File: config.mk
export PLATFORM = sky130hd
export DESIGN_NAME = pss_status
export DESIGN_NICKNAME = d
export VERILOG_FILES = /design/src/hdl/pss_status.v
export VERILOG_INCLUDE_DIRS = /design/src /design/src/hdl
export SDC_FILE = /design/constraint.sdc
export NUM_CORES = 1
export LEC_CHECK = 0
export BUFFER_PORTS_ARGS = -buffer_cell sky130_fd_sc_hd__buf_2
export CELL_PAD_IN_SITES_DETAIL_PLACEMENT = 1
export CELL_PAD_IN_SITES_GLOBAL_PLACEMENT = 1
export CORE_UTILIZATION = 36
export CTS_BUF_LIST = sky130_fd_sc_hd__clkbuf_4 sky130_fd_sc_hd__clkbuf_8
export CTS_CLUSTER_DIAMETER = 150
export DETAILED_ROUTE_END_ITERATION = 8
export MAX_ROUTING_LAYER = met4
export PLACE_DENSITY_LB_ADDON = 0.2
export SYNTH_ARGS = -nofsm -noshare
export SYNTH_HDL_FRONTEND = slang
export SYNTH_SLANG_ARGS = --single-unit
export TNS_END_PERCENT = 100
File: constraint.sdc
create_clock -name clk -period 1.2 [get_ports clk]
set_input_delay 0.24 -clock clk [delete_from_list [all_inputs] [get_ports clk]]
set_output_delay 0.24 -clock clk [all_outputs]
set_load 0.03 [all_outputs]
File: src/hdl/pss_regs.vh
`ifndef PSS_REGS_VH
`define PSS_REGS_VH
// ****************************************
// register word indices (byte address = 4 * index)
// ****************************************
`define PSS_IDX_BASIC_STATUS   8'h01
`define PSS_IDX_AN_EXPANSION   8'h06
`define PSS_IDX_SUMMARY        8'h10
`define PSS_IDX_INT_STATUS     8'h12
`define PSS_IDX_FALSE_CARRIER  8'h14
`define PSS_IDX_EVT_STATUS     8'h20
`define PSS_IDX_EVT_ENABLE     8'h21
`define PSS_IDX_EVT_CLEAR      8'h22
// ****************************************
// summary field positions
// ****************************************
`define PSS_BIT_FALSE_CARRIER  11
`define PSS_BIT_SIGNAL_DETECT  10
`define PSS_BIT_DESCR_LOCK     9
`define PSS_BIT_PAGE_RX        8
`define PSS_BIT_INT_PENDING    7
`define PSS_BIT_REMOTE_FAULT   6
`define PSS_BIT_JABBER         5
`define PSS_BIT_AN_DONE        4
`define PSS_BIT_LOOPBACK       3
`define PSS_BIT_DUPLEX         2
`define PSS_BIT_SPEED10        1
`define PSS_BIT_LINK           0
`define PSS_SUMMARY_RESET      12'h000
`define PSS_EVT_RESET          4'h0
`endif

File: src/hdl/pss_status.v
`timescale 1ns/100ps
`include "pss_regs.vh"
module pss_status (
    clk,
    rst_b,
    ce,
    avs_address,
    avs_read,
    avs_write,
    avs_writedata,
    avs_readdata,
    avs_waitrequest,
    false_carrier_evt,
    signal_detect,
    descr_lock,
    page_rx_evt,
    int_pending_evt,
    remote_fault_evt,
    jabber,
    an_done,
    loopback_en,
    full_duplex,
    speed10,
    link_up,
    irq
);
    input  wire        clk;
    input  wire        rst_b;
    input  wire        ce;
    input  wire [7:0]  avs_address;
    input  wire        avs_read;
    input  wire        avs_write;
    input  wire [31:0] avs_writedata;
    output reg  [31:0] avs_readdata;
    output reg         avs_waitrequest;
    input  wire        false_carrier_evt;
    input  wire        signal_detect;
    input  wire        descr_lock;
    input  wire        page_rx_evt;
    input  wire        int_pending_evt;
    input  wire        remote_fault_evt;
    input  wire        jabber;
    input  wire        an_done;
    input  wire        loopback_en;
    input  wire        full_duplex;
    input  wire        speed10;
    input  wire        link_up;
    output reg         irq;

    // ****************************************
    // input synchronisers
    // ****************************************
    reg  [11:0] sync1_reg;
    reg  [11:0] sync2_reg;
    wire [11:0] raw_in;
    assign raw_in = {false_carrier_evt, signal_detect, descr_lock, page_rx_evt,
                     int_pending_evt, remote_fault_evt, jabber, an_done,
                     loopback_en, full_duplex, speed10, link_up};
    always @(posedge clk or negedge rst_b) begin
        if (!rst_b) begin
            sync1_reg <= 12'h000;
            sync2_reg <= 12'h000;
        end else if (ce) begin
            sync1_reg <= raw_in;
            sync2_reg <= sync1_reg;
        end
    end
    wire s_fc    = sync2_reg[11];
    wire s_sd    = sync2_reg[10];
    wire s_lock  = sync2_reg[9];
    wire s_page  = sync2_reg[8];
    wire s_int   = sync2_reg[7];
    wire s_rf    = sync2_reg[6];

    // ****************************************
    // bus decode
    // ****************************************
    // one wait cycle: request taken when waitrequest is low
    wire        acc     = (avs_read | avs_write) & ~avs_waitrequest;
    wire        rd_acc  = acc & avs_read;
    wire        wr_acc  = acc & avs_write;
    wire        rd_sum  = rd_acc && (avs_address == `PSS_IDX_SUMMARY);
    wire        rd_fc   = rd_acc && (avs_address == `PSS_IDX_FALSE_CARRIER);
    wire        rd_anx  = rd_acc && (avs_address == `PSS_IDX_AN_EXPANSION);
    wire        rd_isr  = rd_acc && (avs_address == `PSS_IDX_INT_STATUS);
    wire        rd_bsr  = rd_acc && (avs_address == `PSS_IDX_BASIC_STATUS);

    // ****************************************
    // latched fields (a new event wins over a read)
    // ****************************************
    reg         fc_reg;
    reg         sd_reg;
    reg         lock_reg;
    reg         page_reg;
    reg         intp_reg;
    reg         rf_reg;
    reg  [5:0]  live_reg;
    reg         sd_seen_reg;
    reg         lock_seen_reg;
    always @(posedge clk or negedge rst_b) begin
        if (!rst_b) begin
            fc_reg        <= 1'b0;
            sd_reg        <= 1'b0;
            lock_reg      <= 1'b0;
            page_reg      <= 1'b0;
            intp_reg      <= 1'b0;
            rf_reg        <= 1'b0;
            live_reg      <= 6'h00;
            sd_seen_reg   <= 1'b0;
            lock_seen_reg <= 1'b0;
        end else if (ce) begin
            fc_reg   <= s_fc | (fc_reg & ~rd_fc);
            page_reg <= s_page | (page_reg & ~rd_anx);
            intp_reg <= s_int | (intp_reg & ~rd_isr);
            rf_reg   <= s_rf | (rf_reg & ~rd_bsr);
            // latched-low: a drop sticks until a summary read refreshes it
            if (!s_sd)
                sd_reg <= 1'b0;
            else if (rd_sum || !sd_seen_reg)
                sd_reg <= 1'b1;
            if (!s_sd)
                sd_seen_reg <= 1'b1;
            else if (rd_sum)
                sd_seen_reg <= 1'b0;
            if (!s_lock)
                lock_reg <= 1'b0;
            else if (rd_sum || !lock_seen_reg)
                lock_reg <= 1'b1;
            if (!s_lock)
                lock_seen_reg <= 1'b1;
            else if (rd_sum)
                lock_seen_reg <= 1'b0;
            live_reg <= sync2_reg[5:0];
        end
    end

    wire [11:0] summary = {fc_reg, sd_reg, lock_reg, page_reg, intp_reg, rf_reg,
                           live_reg};

    // ****************************************
    // event interrupt bank
    // ****************************************
    reg  [3:0]  evt_reg;
    reg  [3:0]  en_reg;
    wire [3:0]  evt_set = {s_fc, s_page, s_int, s_rf};
    wire        wr_clr  = wr_acc && (avs_address == `PSS_IDX_EVT_CLEAR);
    wire        wr_en   = wr_acc && (avs_address == `PSS_IDX_EVT_ENABLE);
    always @(posedge clk or negedge rst_b) begin
        if (!rst_b) begin
            evt_reg <= `PSS_EVT_RESET;
            en_reg  <= `PSS_EVT_RESET;
            irq     <= 1'b0;
        end else if (ce) begin
            evt_reg <= evt_set | (evt_reg & ~(wr_clr ? avs_writedata[3:0] : 4'h0));
            if (wr_en)
                en_reg <= avs_writedata[3:0];
            irq <= |(evt_reg & en_reg);
        end
    end

    // ****************************************
    // bus answer
    // ****************************************
    always @(posedge clk or negedge rst_b) begin
        if (!rst_b) begin
            avs_waitrequest <= 1'b1;
            avs_readdata    <= 32'h00000000;
        end else if (ce) begin
            avs_waitrequest <= ~((avs_read | avs_write) & avs_waitrequest);
            if ((avs_read | avs_write) & avs_waitrequest) begin
                // writes to summary are dropped; unmapped reads return zero
                case (avs_address)
                    `PSS_IDX_SUMMARY:    avs_readdata <= {20'h00000, summary};
                    `PSS_IDX_EVT_STATUS: avs_readdata <= {28'h0000000, evt_reg};
                    `PSS_IDX_EVT_ENABLE: avs_readdata <= {28'h0000000, en_reg};
                    default:             avs_readdata <= 32'h00000000;
                endcase
            end
        end
    end
endmodule

## Word-level counts from Yosys, hierarchy flattened

Cells that the tools add are included.

- Multiplexer cells: 9
- Bitwise gates (word level): 23
- Reductions and logical operators: 18
- Eq/ne operators: 12

Operators with widths:

| kind | number |
|---|---|
| $pmux 12 s3 | 1 |
| $eq 8x5->1 const B | 3 |
| $eq 8x6->1 const B | 3 |
| $reduce_and 2->1 | 6 |
| $and 1x1->1 | 8 |
| $and 4x4->4 | 2 |
| $eq 8x1->1 const B | 1 |
| $eq 8x3->1 const B | 1 |
| $ne 2x1->1 const B | 4 |
| $logic_and 1x1->1 | 7 |
| $mux 1 | 7 |
| $not 1->1 | 6 |
| $or 1x1->1 | 5 |
| $mux 4 | 1 |
| $not 4->4 | 1 |
| $or 4x4->4 | 1 |
| $reduce_or 4->1 | 1 |
| $logic_not 1->1 | 2 |
| $logic_or 1x1->1 | 2 |

- Input bits: 57
- Output and inout bits: 34
- Logic and storage cells: 78
- Register bits: 80

## Longest topological paths before layout

Gate-level depths: netlist of run 1.

- Depth in word-level cells: 8
- Gate-level depth with buffers: 6
- Gate-level depth less buffers: 4

## Worst setup path after synthesis of run 1

Ideal clock, no wire load.

- Kind: input to register
- From: in avs_address[4]
- To: reg en_reg[0]
- Path buffers: 0
- Stages: 3
- Required time: 1.075 ns
- Library setup time: 0.125 ns
- Data arrival time: 1.592 ns
- Path slack: -0.517 ns
- Path through: or4b_2 nor3_4 mux2_2

- Longest elaborated chain between the ends: 3

Ends and longest elaborated chain:

| what | RTL line | source |
|---|---|---|
| start, declared | pss_status.v:30 | `input wire [7:0] avs_address;` |
| $eq 8x6->1 | -- |  |
| $logic_and 1x1->1 | pss_status.v:147 | `` wire wr_en = wr_acc && (avs_address == `PSS_IDX_EVT_ENABLE); `` |
| $reduce_and 2->1 (no source line) | -- |  |
| end signal, assigned | pss_status.v:151 | `` en_reg <= `PSS_EVT_RESET; `` |
| end signal, assigned | pss_status.v:156 | `en_reg <= avs_writedata[3:0];` |
| end, declared | pss_status.v:144 | `reg [3:0] en_reg;` |

Every way passes these cells.
A chain may end at the register's enable or synchronous reset.

## Final worst setup path of run 1

- From: in avs_address[5]
- To: reg evt_reg[0]

- Longest elaborated chain between the ends: 6

Ends and longest elaborated chain:

| what | RTL line | source |
|---|---|---|
| $eq 8x6->1 (no source line) | -- |  |
| $logic_and 1x1->1 | pss_status.v:146 | `` wire wr_clr = wr_acc && (avs_address == `PSS_IDX_EVT_CLEAR); `` |
| $mux 4 | pss_status.v:154 | `evt_reg <= evt_set \| (evt_reg & ~(wr_clr ? avs_writedata[3:0] : 4'h0));` |
| $not 4->4 | pss_status.v:154 |  |
| $and 4x4->4 | pss_status.v:154 |  |
| $or 4x4->4 | pss_status.v:154 |  |
| end signal, assigned | pss_status.v:150 | `` evt_reg <= `PSS_EVT_RESET; `` |
| end signal, assigned | pss_status.v:154 |  |
| end, declared | pss_status.v:143 | `reg [3:0] evt_reg;` |

Every way passes these cells.

==> results of run 1 <==
[stage by stage]
| step | utilization [%] | cells | power [uW] | hold WS [ns] | setup slack, ns |
|---|---|---|---|---|---|
| global placement | 43.75 | 345 | 2824 | 0.2364 | -0.5989 |
| global route | 49.69 | 365 | 4870 | 0.1201 | -0.2460 |
| floorplan | - | 218 | 2664 | -0.05559 | -0.4177 |
| CTS | 48.30 | 363 | 4696 | 0.1195 | -0.2026 |
| finish | 49.69 | 365 | 4665 | 0.1313 | -0.1912 |
| detailed placement | 43.75 | 345 | 2844 | 0.2389 | -0.6569 |
[where the power goes]
part,total (uW),switching (uW),internal (uW),leakage (uW)
clock network,1810,742,1070,0.000102
logic,571,306,265,0.000824
registers,2280,103,2180,0.000713
total,4670,1150,3510,0.00164
[worst register-to-register path, delay by kind of cell (launching register included)]
| kind | cells | cell delay (ns) |
|---|---|---|
| flops | 1 | 0.37 |
| simple gates | 3 | 0.51 |
| compound gates | 1 | 0.19 |
| buf+inv | 1 | 0.19 |
[final cells by class]
cell class                      instances  area [sq um]
Sequential cell                        60          1503
Timing Repair Buffer                   65         460.4
Inverter                                3         11.26
Clock inverter                          2         35.03
Clock buffer                           12         158.9
Multi-Input combinational cell        127          1144
Fill cell                             747          3475
Tap cell                               96         120.1
[synthesized netlist by cell type (3+ instances only)]
library cell,count,area share (%)
a21oi_1,4,0.76
a22o_1,10,3.3
a22o_2,8,3.0
buf_4,20,5.7
clkbuf_1,6,0.86
dfrtp_1,59,56
inv_1,3,0.43
mux2_2,34,15
mux2i_1,4,1.5
nand2_1,12,1.7
nor2_1,5,0.71
o2bb2ai_1,4,1.3
[kinds of logic after synthesis]
family / count (synthesis) / synth area share, %
AND/OR/NAND/NOR: 34 / 8.278
other: 1 / 0.1426
flip-flops: 60 / 57.14
multiplexers: 38 / 16.08
AO/OA/AOI/OAI: 35 / 10.80
buffers and inverters: 31 / 7.564
[how the worst max path moves through the flow]
stage	start	end	cells after the start
4_1_cts	avs_waitrequest	evt_reg[0]	5
6_report	avs_address[5]	evt_reg[0]	7
3_5_place_dp	avs_address[5]	avs_readdata[5]	5
2_1_floorplan	avs_address[5]	avs_readdata[10]	5
5_1_grt	avs_waitrequest	evt_reg[0]	5
3_3_place_gp	avs_address[5]	avs_readdata[9]	5
[cell usage in the layout (no fill, tap or decap), types with 2 or more instances in the layout]
| cell type | n |
|---|---|
| a21oi_2 | 2 |
| buf_6 | 6 |
| nand2_1 | 11 |
| mux2i_1 | 4 |
| buf_12 | 3 |
| mux2_4 | 4 |
| buf_4 | 19 |
| o2bb2ai_2 | 3 |
| mux2_2 | 30 |
| conb_1 | 20 |
| inv_1 | 3 |
| a22o_4 | 7 |
| a21o_1 | 2 |
| dfrtp_1 | 59 |
| nor2b_1 | 2 |
| clkbuf_8 | 11 |
| nor2_1 | 5 |
| nor3_4 | 2 |
| buf_2 | 36 |
| a22oi_1 | 2 |
| a22o_1 | 10 |
| a21oi_1 | 2 |
| or4b_4 | 3 |
[per-layer routing]
layer  track usage [%]  up-vias  routed length, microns
met1             20.94      880                    2491
met4             5.365        0                     107
met5                 -        -                       0
met2             25.14       51                    2820
met3             5.972       10                     314
li1                  -      810                       -
[timing repair]
action	4_1_cts	5_1_grt
buffers inserted	3	2
cloned	0	0
resized for setup	20	15
hold buffers	1	0
endpoints found under the setup margin	29	30
hold endpoints to repair	59	0
pin swaps	15	9
==> flow_metrics.tcl, run 1 <==
set metrics [dict create \
    placementRows 30 \
    insertion_delay_ns 0.34 \
    tns_ns -4.138 \
    gp_congestion 0.7911 \
    synthesis.area_sq_um 2630 \
    path_common_cell "buf_4" \
    ctsLongestPathBuffers 2 \
    crit_path_max_fanout 4 \
    cp-start-kind "input pin" \
    syn_area_per_cell_sq_um 13.22 \
    critical-path-max-stage-delay_ns 0.49 \
    clkSlewWorstSetupHoldPaths_ns 0.06 \
    crit_path_cell_trace "buf_2, buf_4, or4b_4, buf_4, nor3_4, nand2_1, a22o_1" \
    synth-edff-count 0 \
    cts.sinks 60 \
    place_area_sq_um 3022 \
    r2r-start "avs_waitrequest" \
    async_flop_share_pct 100.0 \
    timing_hold_violations_final 0 \
    yosys_warnings 0 \
    syn2layout_area_growth_pct 30.49 \
    p_leak_uw 0.001640 \
    cp_slowest_cell "or4b_4" \
    core_area_sq_um 6907 \
    fin_worst_skew_ns 0.005521 \
    drv_slew 0 \
    drt-total-wl_mm 5.733 \
    antenna_found_initial 0 \
    r2r_slack_ns -0.18 \
    cp_top_family "simple AND/OR/NAND/NOR gates" \
    worst_hold_path.num_cells 2 \
    failed_checks "setup timing" \
    worstHoldPathType "input pin to register" \
    worstPathArrival_ns 1.61 \
    fmaxAchievable_ghz 0.7188 \
    grt.total_usage_pct 16.68 \
    ys_ff_latch 60 \
    cp_data_required_time_ns 1.42 \
    final_area_sq_um 3432 \
    grt_pass1_wl_mm 9.039 \
    cts_made_buffers 9 \
    min_period_ns 1.391 \
    die_h_microns 87.47 \
    initial_core_util_pct 38.08 \
    drt-pass1-iter-count 4 \
    htreeDepth 3 \
    synth_cell_types 38 \
    first_iter_violations 66 \
    path_buf_inv 3 \
    drc 0 \
    vias 1751 \
    fin_ws_ns -0.1912 \
    die_area_sq_um 7651 \
    vdd_drop_max_mv 0.7408 \
    wl_per_cell_microns 15.71 \
    insertedDiodeCount 0 \
    die_x_microns 87.47 \
    holdPathEnd "sync1_reg[9]" \
    rsz0062_at_grt "true" \
    power.density_nw_per_um2 1359 \
    ioPinCount 91 \
    setup_viol 29 \
    timing.rr.end "evt_reg[0]" \
    worstHoldStart "descr_lock" \
    finalCritPeriodShare_pct 115.9 \
    dp_hpwl_mm 3.953 \
    drive_above_1_share_pct 51.67 \
    path_class "input pin to register" \
    nNetsFinal 323 \
    grt_max_degree 46 \
    endpoint_kind "register" \
    port-buffer-count 42 \
    grt_pass1_vias 1796 \
    cts_tree "yes" \
    ys.flop_type "dfrtp_1" \
    root_buffer "clkbuf_8" \
    viasPerCell 4.797 \
    syn_inst 199 \
    ant_nets 0 \
    reg2regPathDepth 5 \
    grt-ovfl-total 0 \
    outcome "complete, but fails checks" \
    maxCapViolCount 0 \
    yosysSeqAreaShare_pct 57.14 \
]
(Power assumes the default switching activity.)
==> inputs of run 2 (changes only) <==
--- a/config.mk
+++ b/config.mk
@@ -15,5 +15,5 @@
 export DETAILED_ROUTE_END_ITERATION = 8
 export MAX_ROUTING_LAYER = met4
-export PLACE_DENSITY_LB_ADDON = 0.2
+export PLACE_DENSITY_LB_ADDON = 0.1
 export SYNTH_ARGS = -nofsm -noshare
 export SYNTH_HDL_FRONTEND = slang
==> constraint.sdc (replaced) <==
create_clock -name clk -period 1.2 [get_ports clk]
set_input_delay 0.12 -clock clk [delete_from_list [all_inputs] [get_ports clk]]
set_output_delay 0.12 -clock clk [all_outputs]
set_load 0.03 [all_outputs]
==> flow_metrics.tcl, run 2 (synthesis gave the netlist of run 1 again) <==
set metrics [dict create \
    drc 0 \
    holdPathEnd "sync1_reg[8]" \
    p_leak_uw 0.001625 \
    drive_above_1_share_pct 47.27 \
    layout_commonest_cell "dfrtp_1" \
    place_inst 343 \
    finalCritPeriodShare_pct 114.4 \
    syn2layout_area_growth_pct 29.26 \
    grt-ovfl-total 0 \
    antenna_found_initial 0 \
    initial_core_util_pct 38.08 \
    worst_hold_path.num_cells 2 \
    vdd_drop_max_mv 0.5979 \
    viasPerCell 4.811 \
    worstPathArrival_ns 1.60 \
    crit_path_max_fanout 4 \
    port-buffer-count 42 \
    root_buffer "clkbuf_8" \
    timing.rr.end "evt_reg[2]" \
    grt.total_usage_pct 16.57 \
    timing_hold_violations_final 0 \
    min_period_ns 1.372 \
    placementRows 30 \
    die_area_sq_um 7651 \
    dp_hpwl_mm 3.779 \
    cp_data_required_time_ns 1.43 \
    ant_nets 0 \
    path_class "register to register" \
    clkSlewWorstSetupHoldPaths_ns 0.06 \
    cts.sinks 60 \
    wl_per_cell_microns 14.94 \
    drt-pass1-iter-count 4 \
    nNetsFinal 328 \
    rsz0062_at_grt "true" \
    failed_checks "setup timing" \
    die_h_microns 87.47 \
    insertion_delay_ns 0.34 \
    r2r-start "avs_waitrequest" \
    fin_worst_skew_ns 0.006427 \
    seqCellArea_sq_um 1503 \
    ioPinCount 91 \
    reg2regPathDepth 5 \
    die_x_microns 87.47 \
    startpoint "avs_waitrequest" \
    drt-total-wl_mm 5.542 \
    grt_max_degree 61 \
    worstHoldStart "page_rx_evt" \
    core_area_sq_um 6907 \
    maxCapViolCount 0 \
    first_iter_violations 76 \
    cts_tree "yes" \
    grt_pass1_vias 1803 \
    dp_slack_ns -0.4524 \
    cp-start-kind "register" \
    fin_cells 371 \
    nFillCells 759 \
    htreeDepth 3 \
    multiInputGateArea_sq_um 1059 \
    setup_viol 28 \
    vias 1785 \
    cts_made_buffers 9 \
    gp_congestion 0.7054 \
    mostFrequentLayoutCells "dfrtp_1, buf_2, mux2_2" \
    worstHoldPathType "input pin to register" \
    fmaxAchievable_ghz 0.7286 \
    endpoint_kind "register" \
    grt_pass1_wl_mm 8.935 \
    fin_ws_ns -0.1725 \
    insertedDiodeCount 0 \
    r2r_slack_ns -0.17 \
    ctsLongestPathBuffers 2 \
    drv_slew 0 \
    power.density_nw_per_um2 1434 \
    outcome "complete, but fails checks" \
]
## run 2: per-layer routing
metal | GRT usage (%) | up-vias | share of wire (%)
met5 | - | - | 0
met4 | 9.985 | 0 | 2.2
met3 | 3.886 | 15 | 4.7
met2 | 24.15 | 62 | 46
met1 | 20.93 | 879 | 47
li1 | - | 829 | -
## run 2: metrics by stage
stage / setup TNS [ns] / power (uW) / cell area (sq um) / util, % / hold WS [ns]
3_3_place_gp: -9.437 / 2815 / 3007 / 43.53 / 0.1584
5_1_grt: -4.689 / 5090 / 3400 / 49.22 / 0.01930
3_5_place_dp: -9.741 / 2833 / 3007 / 43.53 / 0.1516
4_1_cts: -3.553 / 4947 / 3388 / 49.06 / 0.01185
6_report: -3.331 / 4875 / 3400 / 49.22 / 0.02513
2_1_floorplan: -5.293 / 2663 / 2751 / - / -0.1756
## run 2: final cells by class
cell class / instances / share of cell area, %
clock buffers: 11 / 4.453
inverters: 3 / 0.3312
well taps: 96 / 3.533
flip-flops and latches: 60 / 44.20
clock inverters: 4 / 2.135
multi-input cells: 127 / 31.14
repair buffers: 70 / 14.21
## run 2: worst max-delay path by stage
stage                                   to  slack (ns)  cells past startpoint
after global routing            evt_reg[2]       -0.25                      5
after floorplan           avs_readdata[10]       -0.30                      5
final                           evt_reg[2]       -0.17                      5
after global placement    avs_readdata[10]       -0.42                      6
after CTS                       evt_reg[2]       -0.18                      5
after detailed placement  avs_readdata[11]       -0.45                      6
## run 2: where the power goes
part,internal [uW],switching [uW],total [uW]
clock,1270,778,2040
combinational,265,298,563
sequential,2180,88.6,2270
total,3710,1160,4870
## run 2: repair_timing
action                                  in CTS  in global routing
setup buffers                                2                  1
endpoints found under the hold margin       69                  0
hold buffers                                11                  0
resized for setup                           14                  1
pin swaps                                    8                  9
endpoints found under the setup margin      28                 29
## run 2: worst max-delay path: stages (launching register included)
cell      delay (ns)
dfstp_2         0.37
nand3b_1        0.23
buf_4           0.19
nor3_4          0.19
nand2_1         0.10
a22o_1          0.19
